--- config.mk ---
export PLATFORM = sky130hd
export DESIGN_NAME = p2fc_top
export DESIGN_NICKNAME = d
export VERILOG_FILES = /design/src/hw/p2fc_pkg.sv /design/src/hw/p2fc_resolve.sv /design/src/hw/p2fc_top.sv
export SDC_FILE = /design/constraint.sdc
export NUM_CORES = 1
export LEC_CHECK = 0
export BUFFER_PORTS_ARGS = -buffer_cell sky130_fd_sc_hd__buf_2
export CORE_ASPECT_RATIO = 1.1
export CORE_UTILIZATION = 39
export DETAILED_ROUTE_END_ITERATION = 16
export HOLD_SLACK_MARGIN = 0.03
export PLACE_DENSITY = 0.75
export SYNTH_ARGS = -nofsm -noshare
export SYNTH_HDL_FRONTEND = slang
export SYNTH_SLANG_ARGS = --single-unit
--- constraint.sdc ---
create_clock -name mclk_i -period 1 [get_ports mclk_i]
set_input_delay 0.2 -clock mclk_i [delete_from_list [all_inputs] [get_ports mclk_i]]
set_output_delay 0.2 -clock mclk_i [all_outputs]
set_load 0.01 [all_outputs]
--- src/hw/p2fc_pkg.sv ---
// Package for the port-2 flow-control register block.
// Assumes a 32-bit memory-mapped system register port on the system clock.
package p2fc_pkg;
  localparam logic [8:0] P2FC_REG_OFFSET = 9'h1a4;
  localparam int P2FC_ADDR_W = 9;
  localparam int P2FC_DATA_W = 32;
  localparam int P2FC_BIT_BP = 6;
  localparam int P2FC_BIT_DUP = 5;
  localparam int P2FC_BIT_CRX = 4;
  localparam int P2FC_BIT_CTX = 3;
  localparam int P2FC_BIT_RX = 2;
  localparam int P2FC_BIT_TX = 1;
  localparam int P2FC_BIT_SEL = 0;
  localparam int P2FC_FIELD_W = 7;
  localparam logic [31:0] P2FC_ZERO = 32'h0000_0000;
  // Auto-negotiation pause resolution states
  typedef enum logic [2:0] {
    P2FC_ST_FORCED = 3'h1,
    P2FC_ST_NEGOT = 3'h2,
    P2FC_ST_HALF = 3'h4
  } p2fc_mode_t;
endpackage

--- src/hw/p2fc_resolve.sv ---
// Resolves the pause settings actually in force on port 2.
// Assumes all inputs are synchronous to mclk_i.
`timescale 1ns/100ps
module p2fc_resolve (
  input wire logic sel_i,
  input wire logic rx_en_i,
  input wire logic tx_en_i,
  input wire logic an_enable_i,
  input wire logic an_done_i,
  input wire logic an_rx_i,
  input wire logic an_tx_i,
  input wire logic half_i,
  output logic rx_now_o,
  output logic tx_now_o,
  output p2fc_pkg::p2fc_mode_t mode_o
);
  import p2fc_pkg::*;

  // Pick a source for pause settings; half duplex never uses pause
  always_comb begin
    if (half_i) begin
      mode_o = P2FC_ST_HALF;
    end else if (!sel_i && an_enable_i) begin
      mode_o = P2FC_ST_NEGOT;
    end else begin
      mode_o = P2FC_ST_FORCED;
    end
  end

  // Result of negotiation counts only once negotiation has finished
  always_comb begin
    unique case (mode_o)
      P2FC_ST_HALF: begin
        rx_now_o = 1'b0;
        tx_now_o = 1'b0;
      end
      P2FC_ST_NEGOT: begin
        rx_now_o = an_done_i & an_rx_i;
        tx_now_o = an_done_i & an_tx_i;
      end
      P2FC_ST_FORCED: begin
        rx_now_o = rx_en_i;
        tx_now_o = tx_en_i;
      end
      default: begin
        rx_now_o = 1'b0;
        tx_now_o = 1'b0;
      end
    endcase
  end
endmodule

--- src/hw/p2fc_top.sv ---
// Port-2 flow-control configuration and status register.
// Assumes a single-cycle register port; straps and link status come from pins.
`timescale 1ns/100ps
module p2fc_top (
  input wire logic mclk_i,
  input wire logic rst_b_i,
  input wire logic ce_i,
  input wire logic [p2fc_pkg::P2FC_ADDR_W-1:0] reg_addr_i,
  input wire logic reg_wr_i,
  input wire logic reg_rd_i,
  input wire logic [p2fc_pkg::P2FC_DATA_W-1:0] reg_wdata_i,
  input wire logic port2_backpressure_pin_default_i,
  input wire logic port2_pause_pin_default_i,
  input wire logic port2_select_pin_default_i,
  input wire logic strap_reload_i,
  input wire logic an_enable_i,
  input wire logic an_done_i,
  input wire logic an_rx_i,
  input wire logic an_tx_i,
  input wire logic half_duplex_i,
  output logic [p2fc_pkg::P2FC_DATA_W-1:0] reg_rdata_o,
  output logic port2_backpressure_en_o,
  output logic port2_pause_rx_now_o,
  output logic port2_pause_tx_now_o,
  output logic port2_duplex_now_o
);
  import p2fc_pkg::*;

  logic rst_meta_b, rst_b;
  logic [2:0] strap_m, strap_s;
  logic [5:0] lnk_m, lnk_s;
  logic loaded;
  logic port2_backpressure_en, port2_pause_rx_en, port2_pause_tx_en, port2_manual_select;
  logic rx_now, tx_now;
  logic [P2FC_FIELD_W-1:0] field;

  function automatic logic hit(input logic [P2FC_ADDR_W-1:0] a);
    return a == P2FC_REG_OFFSET;
  endfunction

  // Reset release through two flops; assertion stays asynchronous
  always_ff @(posedge mclk_i or negedge rst_b_i) begin
    if (!rst_b_i) begin
      rst_meta_b <= 1'b0;
      rst_b <= 1'b0;
    end else begin
      rst_meta_b <= 1'b1;
      rst_b <= rst_meta_b;
    end
  end

  // Strap synchroniser keeps sampling through reset so pin levels are ready at release
  // No reset on purpose: clearing it would load zeros as the defaults
  always_ff @(posedge mclk_i) begin
    if (ce_i) begin
      strap_m <= {port2_backpressure_pin_default_i, port2_pause_pin_default_i,
                  port2_select_pin_default_i};
      strap_s <= strap_m;
    end
  end

  // Link synchroniser; first stage feeds only the second
  always_ff @(posedge mclk_i or negedge rst_b) begin
    if (!rst_b) begin
      lnk_m <= 6'h00;
      lnk_s <= 6'h00;
    end else if (ce_i) begin
      lnk_m <= {strap_reload_i, an_enable_i, an_done_i, an_rx_i, an_tx_i, half_duplex_i};
      lnk_s <= lnk_m;
    end
  end

  // Writable fields: straps load after reset release, loader reload wins over write
  always_ff @(posedge mclk_i or negedge rst_b) begin
    if (!rst_b) begin
      loaded <= 1'b0;
      port2_backpressure_en <= 1'b0;
      port2_pause_rx_en <= 1'b0;
      port2_pause_tx_en <= 1'b0;
      port2_manual_select <= 1'b0;
    end else if (ce_i) begin
      if (!loaded || lnk_s[5]) begin
        loaded <= 1'b1;
        port2_backpressure_en <= strap_s[2];
        port2_pause_rx_en <= strap_s[1];
        port2_pause_tx_en <= strap_s[1];
        port2_manual_select <= strap_s[0];
      end else if (reg_wr_i && hit(reg_addr_i)) begin
        // Only bits 6, 2, 1 and 0 land; RO and reserved bits dropped, no PHY side effect
        port2_backpressure_en <= reg_wdata_i[P2FC_BIT_BP];
        port2_pause_rx_en <= reg_wdata_i[P2FC_BIT_RX];
        port2_pause_tx_en <= reg_wdata_i[P2FC_BIT_TX];
        port2_manual_select <= reg_wdata_i[P2FC_BIT_SEL];
      end
    end
  end

  p2fc_resolve u_resolve (
    .sel_i(port2_manual_select),
    .rx_en_i(port2_pause_rx_en),
    .tx_en_i(port2_pause_tx_en),
    .an_enable_i(lnk_s[4]),
    .an_done_i(lnk_s[3]),
    .an_rx_i(lnk_s[2]),
    .an_tx_i(lnk_s[1]),
    .half_i(lnk_s[0]),
    .rx_now_o(rx_now),
    .tx_now_o(tx_now),
    .mode_o()
  );

  // Status follows straps and link, so its default mixes several straps
  always_comb begin
    field = '0;
    field[P2FC_BIT_BP] = port2_backpressure_en;
    field[P2FC_BIT_DUP] = lnk_s[0];
    field[P2FC_BIT_CRX] = rx_now;
    field[P2FC_BIT_CTX] = tx_now;
    field[P2FC_BIT_RX] = port2_pause_rx_en;
    field[P2FC_BIT_TX] = port2_pause_tx_en;
    field[P2FC_BIT_SEL] = port2_manual_select;
  end

  // Registered read data and control outputs
  always_ff @(posedge mclk_i or negedge rst_b) begin
    if (!rst_b) begin
      reg_rdata_o <= P2FC_ZERO;
      port2_backpressure_en_o <= 1'b0;
      port2_pause_rx_now_o <= 1'b0;
      port2_pause_tx_now_o <= 1'b0;
      port2_duplex_now_o <= 1'b0;
    end else if (ce_i) begin
      if (reg_rd_i && hit(reg_addr_i)) begin
        reg_rdata_o <= {{(P2FC_DATA_W-P2FC_FIELD_W){1'b0}}, field};
      end else if (reg_rd_i) begin
        reg_rdata_o <= P2FC_ZERO;
      end
      port2_backpressure_en_o <= port2_backpressure_en & lnk_s[0];
      port2_pause_rx_now_o <= rx_now;
      port2_pause_tx_now_o <= tx_now;
      port2_duplex_now_o <= lnk_s[0];
    end
  end

  // Write and readback checks
  bp_follow_a: assert property (@(posedge mclk_i) disable iff (!rst_b)
    ce_i && $past(ce_i) && loaded && !lnk_s[5] && reg_wr_i && hit(reg_addr_i)
    |=> port2_backpressure_en == $past(reg_wdata_i[P2FC_BIT_BP]))
    else $error("backpressure enable not written");
  dup_read_a: assert property (@(posedge mclk_i) disable iff (!rst_b)
    ce_i && reg_rd_i && hit(reg_addr_i) |=> reg_rdata_o[P2FC_BIT_DUP] == $past(lnk_s[0]))
    else $error("duplex readback wrong");
  rx_now_read_a: assert property (@(posedge mclk_i) disable iff (!rst_b)
    ce_i && reg_rd_i && hit(reg_addr_i) |=> reg_rdata_o[P2FC_BIT_CRX] == $past(rx_now))
    else $error("receive status readback wrong");
  tx_now_read_a: assert property (@(posedge mclk_i) disable iff (!rst_b)
    ce_i && reg_rd_i && hit(reg_addr_i) |=> reg_rdata_o[P2FC_BIT_CTX] == $past(tx_now))
    else $error("transmit status readback wrong");
  rd_unmapped_a: assert property (@(posedge mclk_i) disable iff (!rst_b)
    ce_i && reg_rd_i && !hit(reg_addr_i) |=> reg_rdata_o == P2FC_ZERO)
    else $error("unmapped read not zero");
  resv_zero_a: assert property (@(posedge mclk_i) disable iff (!rst_b)
    reg_rdata_o[P2FC_DATA_W-1:P2FC_FIELD_W] == '0)
    else $error("reserved bits nonzero");

  // Source selection checks on the resolved pause settings
  negot_use_a: assert property (@(posedge mclk_i) disable iff (!rst_b)
    !port2_manual_select && lnk_s[4] && !lnk_s[0] |-> rx_now == (lnk_s[3] & lnk_s[2]))
    else $error("negotiated receive not used");
  tx_negot_a: assert property (@(posedge mclk_i) disable iff (!rst_b)
    !port2_manual_select && lnk_s[4] && !lnk_s[0] |-> tx_now == (lnk_s[3] & lnk_s[1]))
    else $error("negotiated transmit not used");
  manual_use_a: assert property (@(posedge mclk_i) disable iff (!rst_b)
    (port2_manual_select || !lnk_s[4]) && !lnk_s[0] |-> tx_now == port2_pause_tx_en)
    else $error("manual transmit not used");
  rx_manual_a: assert property (@(posedge mclk_i) disable iff (!rst_b)
    (port2_manual_select || !lnk_s[4]) && !lnk_s[0] |-> rx_now == port2_pause_rx_en)
    else $error("manual receive not used");
  half_block_a: assert property (@(posedge mclk_i) disable iff (!rst_b)
    lnk_s[0] |-> !rx_now && !tx_now)
    else $error("pause active in half duplex");

  // Field loading: straps first, reload later, nothing else without a write
  strap_first_a: assert property (@(posedge mclk_i) disable iff (!rst_b)
    ce_i && rst_b && !loaded
    |=> port2_backpressure_en == $past(strap_s[2]) && port2_pause_rx_en == $past(strap_s[1]))
    else $error("strap defaults not loaded");
  strap_load_a: assert property (@(posedge mclk_i) disable iff (!rst_b)
    ce_i && lnk_s[5] |=> port2_manual_select == $past(strap_s[0]))
    else $error("strap reload not applied");
  wr_refused_a: assert property (@(posedge mclk_i) disable iff (!rst_b)
    ce_i && loaded && !lnk_s[5] && !(reg_wr_i && hit(reg_addr_i))
    |=> $stable(port2_pause_rx_en) && $stable(port2_manual_select))
    else $error("field changed without write");

  // Output registers follow the internal state one cycle behind
  dup_out_a: assert property (@(posedge mclk_i) disable iff (!rst_b)
    ce_i |=> port2_duplex_now_o == $past(lnk_s[0]))
    else $error("duplex output wrong");
  bp_out_a: assert property (@(posedge mclk_i) disable iff (!rst_b)
    ce_i |=> port2_backpressure_en_o == ($past(port2_backpressure_en) & $past(lnk_s[0])))
    else $error("backpressure output wrong");
  crx_out_a: assert property (@(posedge mclk_i) disable iff (!rst_b)
    ce_i |=> port2_pause_rx_now_o == $past(rx_now))
    else $error("receive pause output wrong");
  ctx_out_a: assert property (@(posedge mclk_i) disable iff (!rst_b)
    ce_i |=> port2_pause_tx_now_o == $past(tx_now))
    else $error("transmit pause output wrong");
endmodule

Word-level counts from Yosys, hierarchy flattened
Cells that the tools add are included.

Equality and inequality tests: 3. Multiplexer cells: 14. Bitwise logic cells: 3. Reductions and logical operators: 11.

Operators with widths (number): 32-bit two-way mux (2); 9-bit == test (second input constant) (1); 1-bit two-way mux (8); 2-bit AND reduction (3); 1-bit case mux with 2 select lines (2); 2-bit nonzero test (2); 1-bit bitwise AND (3); 3-bit by 1-bit == test with 1-bit output (second input constant) (1); 3-bit by 2-bit == test with 1-bit output (second input constant) (1); 1-bit logical AND (3); 3-bit two-way mux (1); 1-bit logical NOT (2); 2-bit two-way mux (1); 1-bit logical OR (1).

Flip-flop bits (word level): 61. Input port bits: 55. Word-level logic and storage cells: 47.

Depth between registers and ports, before layout
Gate-level depths: netlist (run 1).

Word-level depth: 7. Mapped depth: 5. Gate-level depth less buffers: 4.

Hierarchy
Synthesis (run 1) repeated with hierarchy kept, for this count alone.

Cells, all modules: 133. Area, all modules: 1652.8 µm².

By module, submodules not included: p2fc_top (instances 1, cells each 122, area each 1592.8 µm², sequential area each 930.9 µm²); p2fc_resolve (instances 1, cells each 11, area each 60.1 µm², sequential area each 0.0 µm²).

Worst setup path after synthesis (run 1)
Ideal clock, no wire load.

Path type: reg2reg. Start point: register lnk_s[5]. End point: register port2_backpressure_en. Setup time: 0.125 ns. Data arrival time: 1.241 ns. Required time: 0.875 ns. Setup slack: -0.366 ns. Cell stages (with the launch flop): 5. Buffers on the path: 0. Period minus slack after synthesis: 1.366 ns. Cells stage by stage: dfrtp_1 nor2b_1 nor2b_1 a31o_4 mux2_4.

Word-level cells in the longest chain between the ends: 3. Elaborated cells on any way between the ends: 4.

RTL lines: start: declaration (line p2fc_top.sv:31) `logic [5:0] lnk_m, lnk_s;`; start signal: assignment (line p2fc_top.sv:69) `lnk_s <= lnk_m;`; 1-bit logical OR * (line p2fc_top.sv:82) `if (!loaded || lnk_s[5]) begin`; 2-bit nonzero test (no line); 2-bit AND reduction (no line); end signal: assignment (line p2fc_top.sv:84) `port2_backpressure_en <= strap_s[2];`; end signal: assignment (line p2fc_top.sv:90) `port2_backpressure_en <= reg_wdata_i[P2FC_BIT_BP];`; end: declaration (line p2fc_top.sv:33) `logic port2_backpressure_en, port2_pause_rx_en, port2_pause_tx_en, port2_manual_select;`.

Mark *: on every way between the ends. The rest lies on a longest branch, timed or not. A chain may end at the register's enable or synchronous reset.

Worst setup path in the final report (run 1)
Start point: register lnk_s[5]. End point: register port2_pause_rx_en.

Word-level cells in the longest chain between the ends: 3. Elaborated cells on any way between the ends: 4.

RTL lines: 1-bit logical OR * (line p2fc_top.sv:82); 2-bit nonzero test (no line); 2-bit AND reduction (no line); end signal: assignment (line p2fc_top.sv:85) `port2_pause_rx_en <= strap_s[1];`; end signal: assignment (line p2fc_top.sv:91) `port2_pause_rx_en <= reg_wdata_i[P2FC_BIT_RX];`; end: declaration (line p2fc_top.sv:33).

Marks and branches as above.

==> run metrics, run 1 <==
Synth Warn # 0; CP Capture Type flip-flop; fill cell count 342; Critical Path RT 1170 ps; chip width 63.8 um; fin crit period 1320 ps; Final #Nets around 240; CTS Buffer Depth 2; remaining antenna violation count 0; Final Hold Fails 0; endpoints failing setup 9; Initial DRC Count between 40 and 50; Peak VDD IR 1220 uV; post-synthesis async set-or-reset flop share 0.833; initial antenna violation count 0; Hold Crit Class in2reg; CTS tree yes; Clock transition at path regs 70 ps; core area 3990 um^2; die height 70.0 um; area of the multi-input gates 667 um^2; num rows 24; Wirelength per Cell 11.0 um; first-pass GRT wire length around 4700 um; Worst Path Arrival 1490 ps; Vias/cell approximately 4.4; post-layout instance area 2140 um^2; GR Util All Layers 0.140; max-capacitance violation count 0; commonest non-fill, non-tap cell in the layout buf_2; status complete, but fails checks; Placed Instances 223; period utilization 1.32; final cell count without fillers roughly 240; critical path type reg2reg; Seq/Total Area, Yosys 0.568; Ant. Diodes 0; I/O pin cnt 91; gpl congestion between 0.7 and 0.8; Startpoint Class flip-flop; number of global-route vias before repair 1056; H-tree depth 2; dpl cell area ~1900 um^2; ratio of cells with drive above 1 in the final layout 0.561; failing checks negative setup slack; worst-path fanout max 5; Reg area 931 um^2; final core utilization 0.536; Port Buf Inserts 37; synthesized area per cell between 10 and 15 um^2; DRT Wirelength 2630 um; top_reg_cell synth dfrtp_1; Mapped Area 1640 um^2; DP Wirelength between 1500 and 2000 um; power per cell area 1700 nW/um^2; Slew Limit Fails 0; achievable frequency 759 MHz; area grow syn2layout 30.5%; Final WS setup -317 ps; DRT Pass-1 Iters 4; routed via count 1043; pin count of the biggest net entering global routing 29; die area between 4000 and 5000 um^2; Post-synth EDFFs 6; skew final roughly 5.0 ps; worst reg2reg path depth 3; P_leak about 1.1 nW; FF+latch count, synth 36; Remaining DRCs 0; Mapped Cells 128; Skew-Pair Late Insertion Delay around 280 ps; WHS Path Cells 1; CTS sink cnt 36; root cell of the clock tree clkbuf_8; Starting Density 0.410; gr ovfl total 0; total CTS buffers 5; Netlist cell types 23; most frequent cells in the layout buf_2, dfrtp_1, conb_1; RSZ-0062 raised after global routing yes
## path summary, 6_finish.rpt
| kind | start | endpoint | slack, ps |
|---|---|---|---|
| max | lnk_s[5] | port2_pause_rx_en | -320 |
| min | port2_backpressure_pin_default_i | strap_m[2] | 90 |
| max reg2reg | lnk_s[5] | port2_pause_rx_en | -320 |
| min reg2reg | rst_b | lnk_s[5] | 240 |
| max in group asynchronous | rst_b | lnk_m[4] | 500 |
| min in group asynchronous | rst_b_i | rst_meta_b | 220 |
## repair_timing
| action | 4_1_cts | 5_1_grt |
|---|---|---|
| setup buffers | 6 | 1 |
| hold endpoints to repair | 2 | 0 |
| gates resized for setup | 6 | 19 |
| hold buffers | 1 | 0 |
| endpoints found under the setup margin | 19 | 24 |
| pin swaps | 6 | 10 |
## where the power goes
group | switching [W] | leakage [nW] | internal (W)
Clock | 0.000485 | 0.0515 | 0.000628
Combinational | 0.000288 | 0.575 | 0.000423
Sequential | 0.000145 | 0.427 | 0.00167
Total | 0.000918 | 1.05 | 0.00272
## per-stage QoR
stage,setup slack (ps),power (W),setup TNS [ps],hold slack [ps]
floorplan,-336,0.00228,-1440,-95.6
global route,-354,0.00382,-2420,78.6
detailed placement,-408,0.00244,-4070,-12.1
global placement,-412,0.00243,-4140,-14.7
finish,-317,0.00364,-1600,85.2
CTS,-324,0.00366,-1740,77.1
## logic make-up (layout without fill, tap and decap cells)
group,Yosys count,count (layout),synth area share
other,2,26,0.00458
and+or+nand+nor,26,26,0.0802
AOI/OAI and AO/OA,11,11,0.0489
muxes,23,23,0.167
DFF,36,36,0.568
buffers and inverters,30,65,0.131
## area by class of cell
class | count | area share
clock buffer | 8 | 0.0468
inverter | 1 | 0.00175
multi-input combinational | 86 | 0.312
sequential | 36 | 0.435
tap | 52 | 0.0304
timing repair buffer | 56 | 0.174
## critical path, cell delays in order, from the launching register on
cell     delay [ps]
dfrtp_1         410
nor2b_4         180
mux2_2          360
mux2_4          260
## metal layers
| layer | up-vias | track usage | part of all wire |
|---|---|---|---|
| li1 | 504 | - | - |
| met1 | 478 | 0.167 | 0.43 |
| met2 | 51 | 0.219 | 0.49 |
| met3 | 10 | 0.0408 | 0.057 |
| met4 | 0 | 0.0859 | 0.028 |
| met5 | - | 0 | 0 |
## flip-flops by register name, indices dropped and copies added, names as in the netlist
| name | cells |
|---|---|
| reg_rdata_o | 7 |
| lnk_m | 6 |
| lnk_s | 6 |
| strap_m | 3 |
| strap_s | 3 |
| loaded | 1 |
| port2_backpressure_en | 1 |
| port2_backpressure_en_o | 1 |
| port2_duplex_now_o | 1 |
| port2_manual_select | 1 |
| port2_pause_rx_en | 1 |
| port2_pause_rx_now_o | 1 |
| port2_pause_tx_en | 1 |
| port2_pause_tx_now_o | 1 |
| rst_b | 1 |
| rst_meta_b | 1 |
## cell usage after synthesis, drive strengths merged (2+ instances only)
cell | n | area share
o21ai | 6 | 0.018
a21oi | 2 | 0.0061
clkbuf | 2 | 0.0046
conb | 2 | 0.0046
dfrtp | 30 | 0.46
edfxtp | 6 | 0.11
nor2b | 3 | 0.011
nand2 | 13 | 0.030
a41o | 2 | 0.014
mux2 | 23 | 0.17
and2 | 2 | 0.0076
nand3 | 3 | 0.0092
buf | 27 | 0.12
Note: power is estimated with default switching activity, not from simulation.
==> run 2, diff against run 1 <==
Settings changed: CTS_CLUSTER_SIZE from default to 8, TNS_END_PERCENT from default to 10.
==> run metrics, run 2 (synthesized netlist as in run 1, its figures left out) <==
skew final 8.09 ps; Port Buf Inserts 37; endpoints failing setup 15; Wirelength per Cell ~11 um; fin crit period 1310 ps; setup TNS -1710 ps; internal power 0.00249 W; max-capacitance violation count 0; Psw 0.000909 W; Vias/cell 4.40; reg2reg start lnk_s[5]; Reg area about 930 um^2; chip width roughly 64 um; Combinational Power Share 0.171; gr ovfl total 0; total CTS buffers 5; CTS tree yes; Hold EP strap_m[2]; Final #Nets 233; Skew-Pair Late Insertion Delay approximately 290 ps; Largest regs reg_rdata_o x7, lnk_m x6, lnk_s x6; failing checks negative setup slack; Final WS setup -314 ps; worst-path fanout max 5; remaining antenna violation count 0; initial antenna violation count 0; CTS sink cnt 36; P_leak roughly 0.96 nW; Final Hold Fails 0; clock share of power 0.302; Top reg by flops reg_rdata_o; DRT Pass-1 Iters 4; power per cell area ~1700 nW/um^2; Initial DRC Count 14; worst reg2reg path depth 3; ratio of cells with drive above 1 in the final layout 0.486; Peak VDD IR 1110 uV; Critical Path RT 1180 ps; pin count of the biggest net entering global routing 29; root cell of the clock tree clkbuf_8; num rows 24; core area ~4000 um^2; CTS Buffer Depth 2; critical path type reg2reg; Power, Total 0.00340 W; Starting Density 0.410; area grow syn2layout 20.2%; max reg flops 7; Worst Path Arrival about 1500 ps; number of global-route vias before repair 943; R2R Setup Slk -310 ps; area of the multi-input gates 606 um^2; Clock transition at path regs 70 ps; status complete, but fails checks; hold_ws 88.6 ps; achievable frequency approximately 760 MHz; Slew Limit Fails 0; worst reg2reg endpoint port2_manual_select; DP Wirelength 1920 um; sw frac 0.268; most frequent cells in the layout buf_2, dfrtp_1, conb_1; Hold Crit Class in2reg; WHS Path Cells 1; RSZ-0062 raised after global routing yes; die area 4470 um^2; first-pass GRT wire length roughly 4200 um; H-tree depth 2; GR Util All Layers 0.126; DRT Wirelength 2560 um; Startpoint Class flip-flop; I/O pin cnt 91; CP Capture Type flip-flop; Ant. Diodes 0; sequential power share 0.527; die height roughly 70 um; fill cell count approximately 370; Remaining DRCs 0; final core utilization 0.493; Setup WS pre-CTS -442 ps; HP Start port2_backpressure_pin_default_i; routed via count between 1k and 1.5k; gpl congestion 0.691; commonest non-fill, non-tap cell in the layout buf_2; period utilization 1.31
## run 2: cell count changes in the layout (fill, tap and decap cells not counted), sizes merged
cell / before / now
buf: 55 / 47
clkbuf: 8 / 5
clkinv: 0 / 1
clkinvlp: 0 / 1
inv: 1 / 2
## run 2: power by group through the flow
| stage | clock [W] | combinational (W) | sequential [W] |
|---|---|---|---|
| CTS | 0.00106 | 0.000585 | 0.00179 |
| global placement | 0 | 0.000551 | 0.00181 |
| global route | 0.00113 | 0.000634 | 0.00182 |
| finish | 0.00103 | 0.000582 | 0.00179 |
| detailed placement | 0 | 0.000565 | 0.00182 |
| floorplan | 0 | 0.000412 | 0.00181 |
## run 2: per-layer routing
| metal | vias to the layer above | share of wire | wire (um) | GRT usage |
|---|---|---|---|---|
| met5 | - | 0 | 0 | 0 |
| met4 | 0 | 0.012 | 30 | 0.0530 |
| met3 | 4 | 0.050 | 128 | 0.0556 |
| met2 | 47 | 0.52 | 1320 | 0.209 |
| met1 | 481 | 0.42 | 1080 | 0.138 |
| li1 | 485 | - | - | - |
## run 2: timing repair
item,4_1_cts,5_1_grt
endpoints found under the setup margin,19,24
hold endpoints to repair,2,0
hold buffers,1,0
gates resized for setup,3,3
pin swaps,2,0
setup buffers,0,0
## run 2: through the flow
| step | instances | area [um^2] |
|---|---|---|
| 3_3_place_gp | 222 | 1850 |
| 4_1_cts | 231 | 1960 |
| 6_report | 231 | 1970 |
| 5_1_grt | 231 | 1970 |
| 3_5_place_dp | 222 | 1850 |
| 2_1_floorplan | 152 | 1730 |
## run 2: worst max path at each step
stage	startpoint	to	slack (ps)	cells past startpoint
after floorplan	reg_addr_i[4]	port2_backpressure_en	-340	5
after global placement	reg_addr_i[4]	port2_manual_select	-410	5
after detailed placement	reg_addr_i[4]	port2_manual_select	-440	5
after CTS	lnk_s[5]	port2_manual_select	-320	3
after global routing	lnk_s[5]	port2_pause_tx_en	-360	4
final	lnk_s[5]	port2_manual_select	-310	3
## run 2: area by class of cell
cell class | count | share of cell area
Clock buffer | 5 | 0.0349
Clock inverter | 3 | 0.0114
Inverter | 1 | 0.00190
Multi-Input combinational cell | 86 | 0.307
Sequential cell | 36 | 0.472
Tap cell | 52 | 0.0330
Timing Repair Buffer | 48 | 0.139
## run 2: critical path, stage by stage, from the launching register on
cell,delay [ps]
dfrtp_1,410
nor2b_4,180
mux2_2,360
mux2_4,260
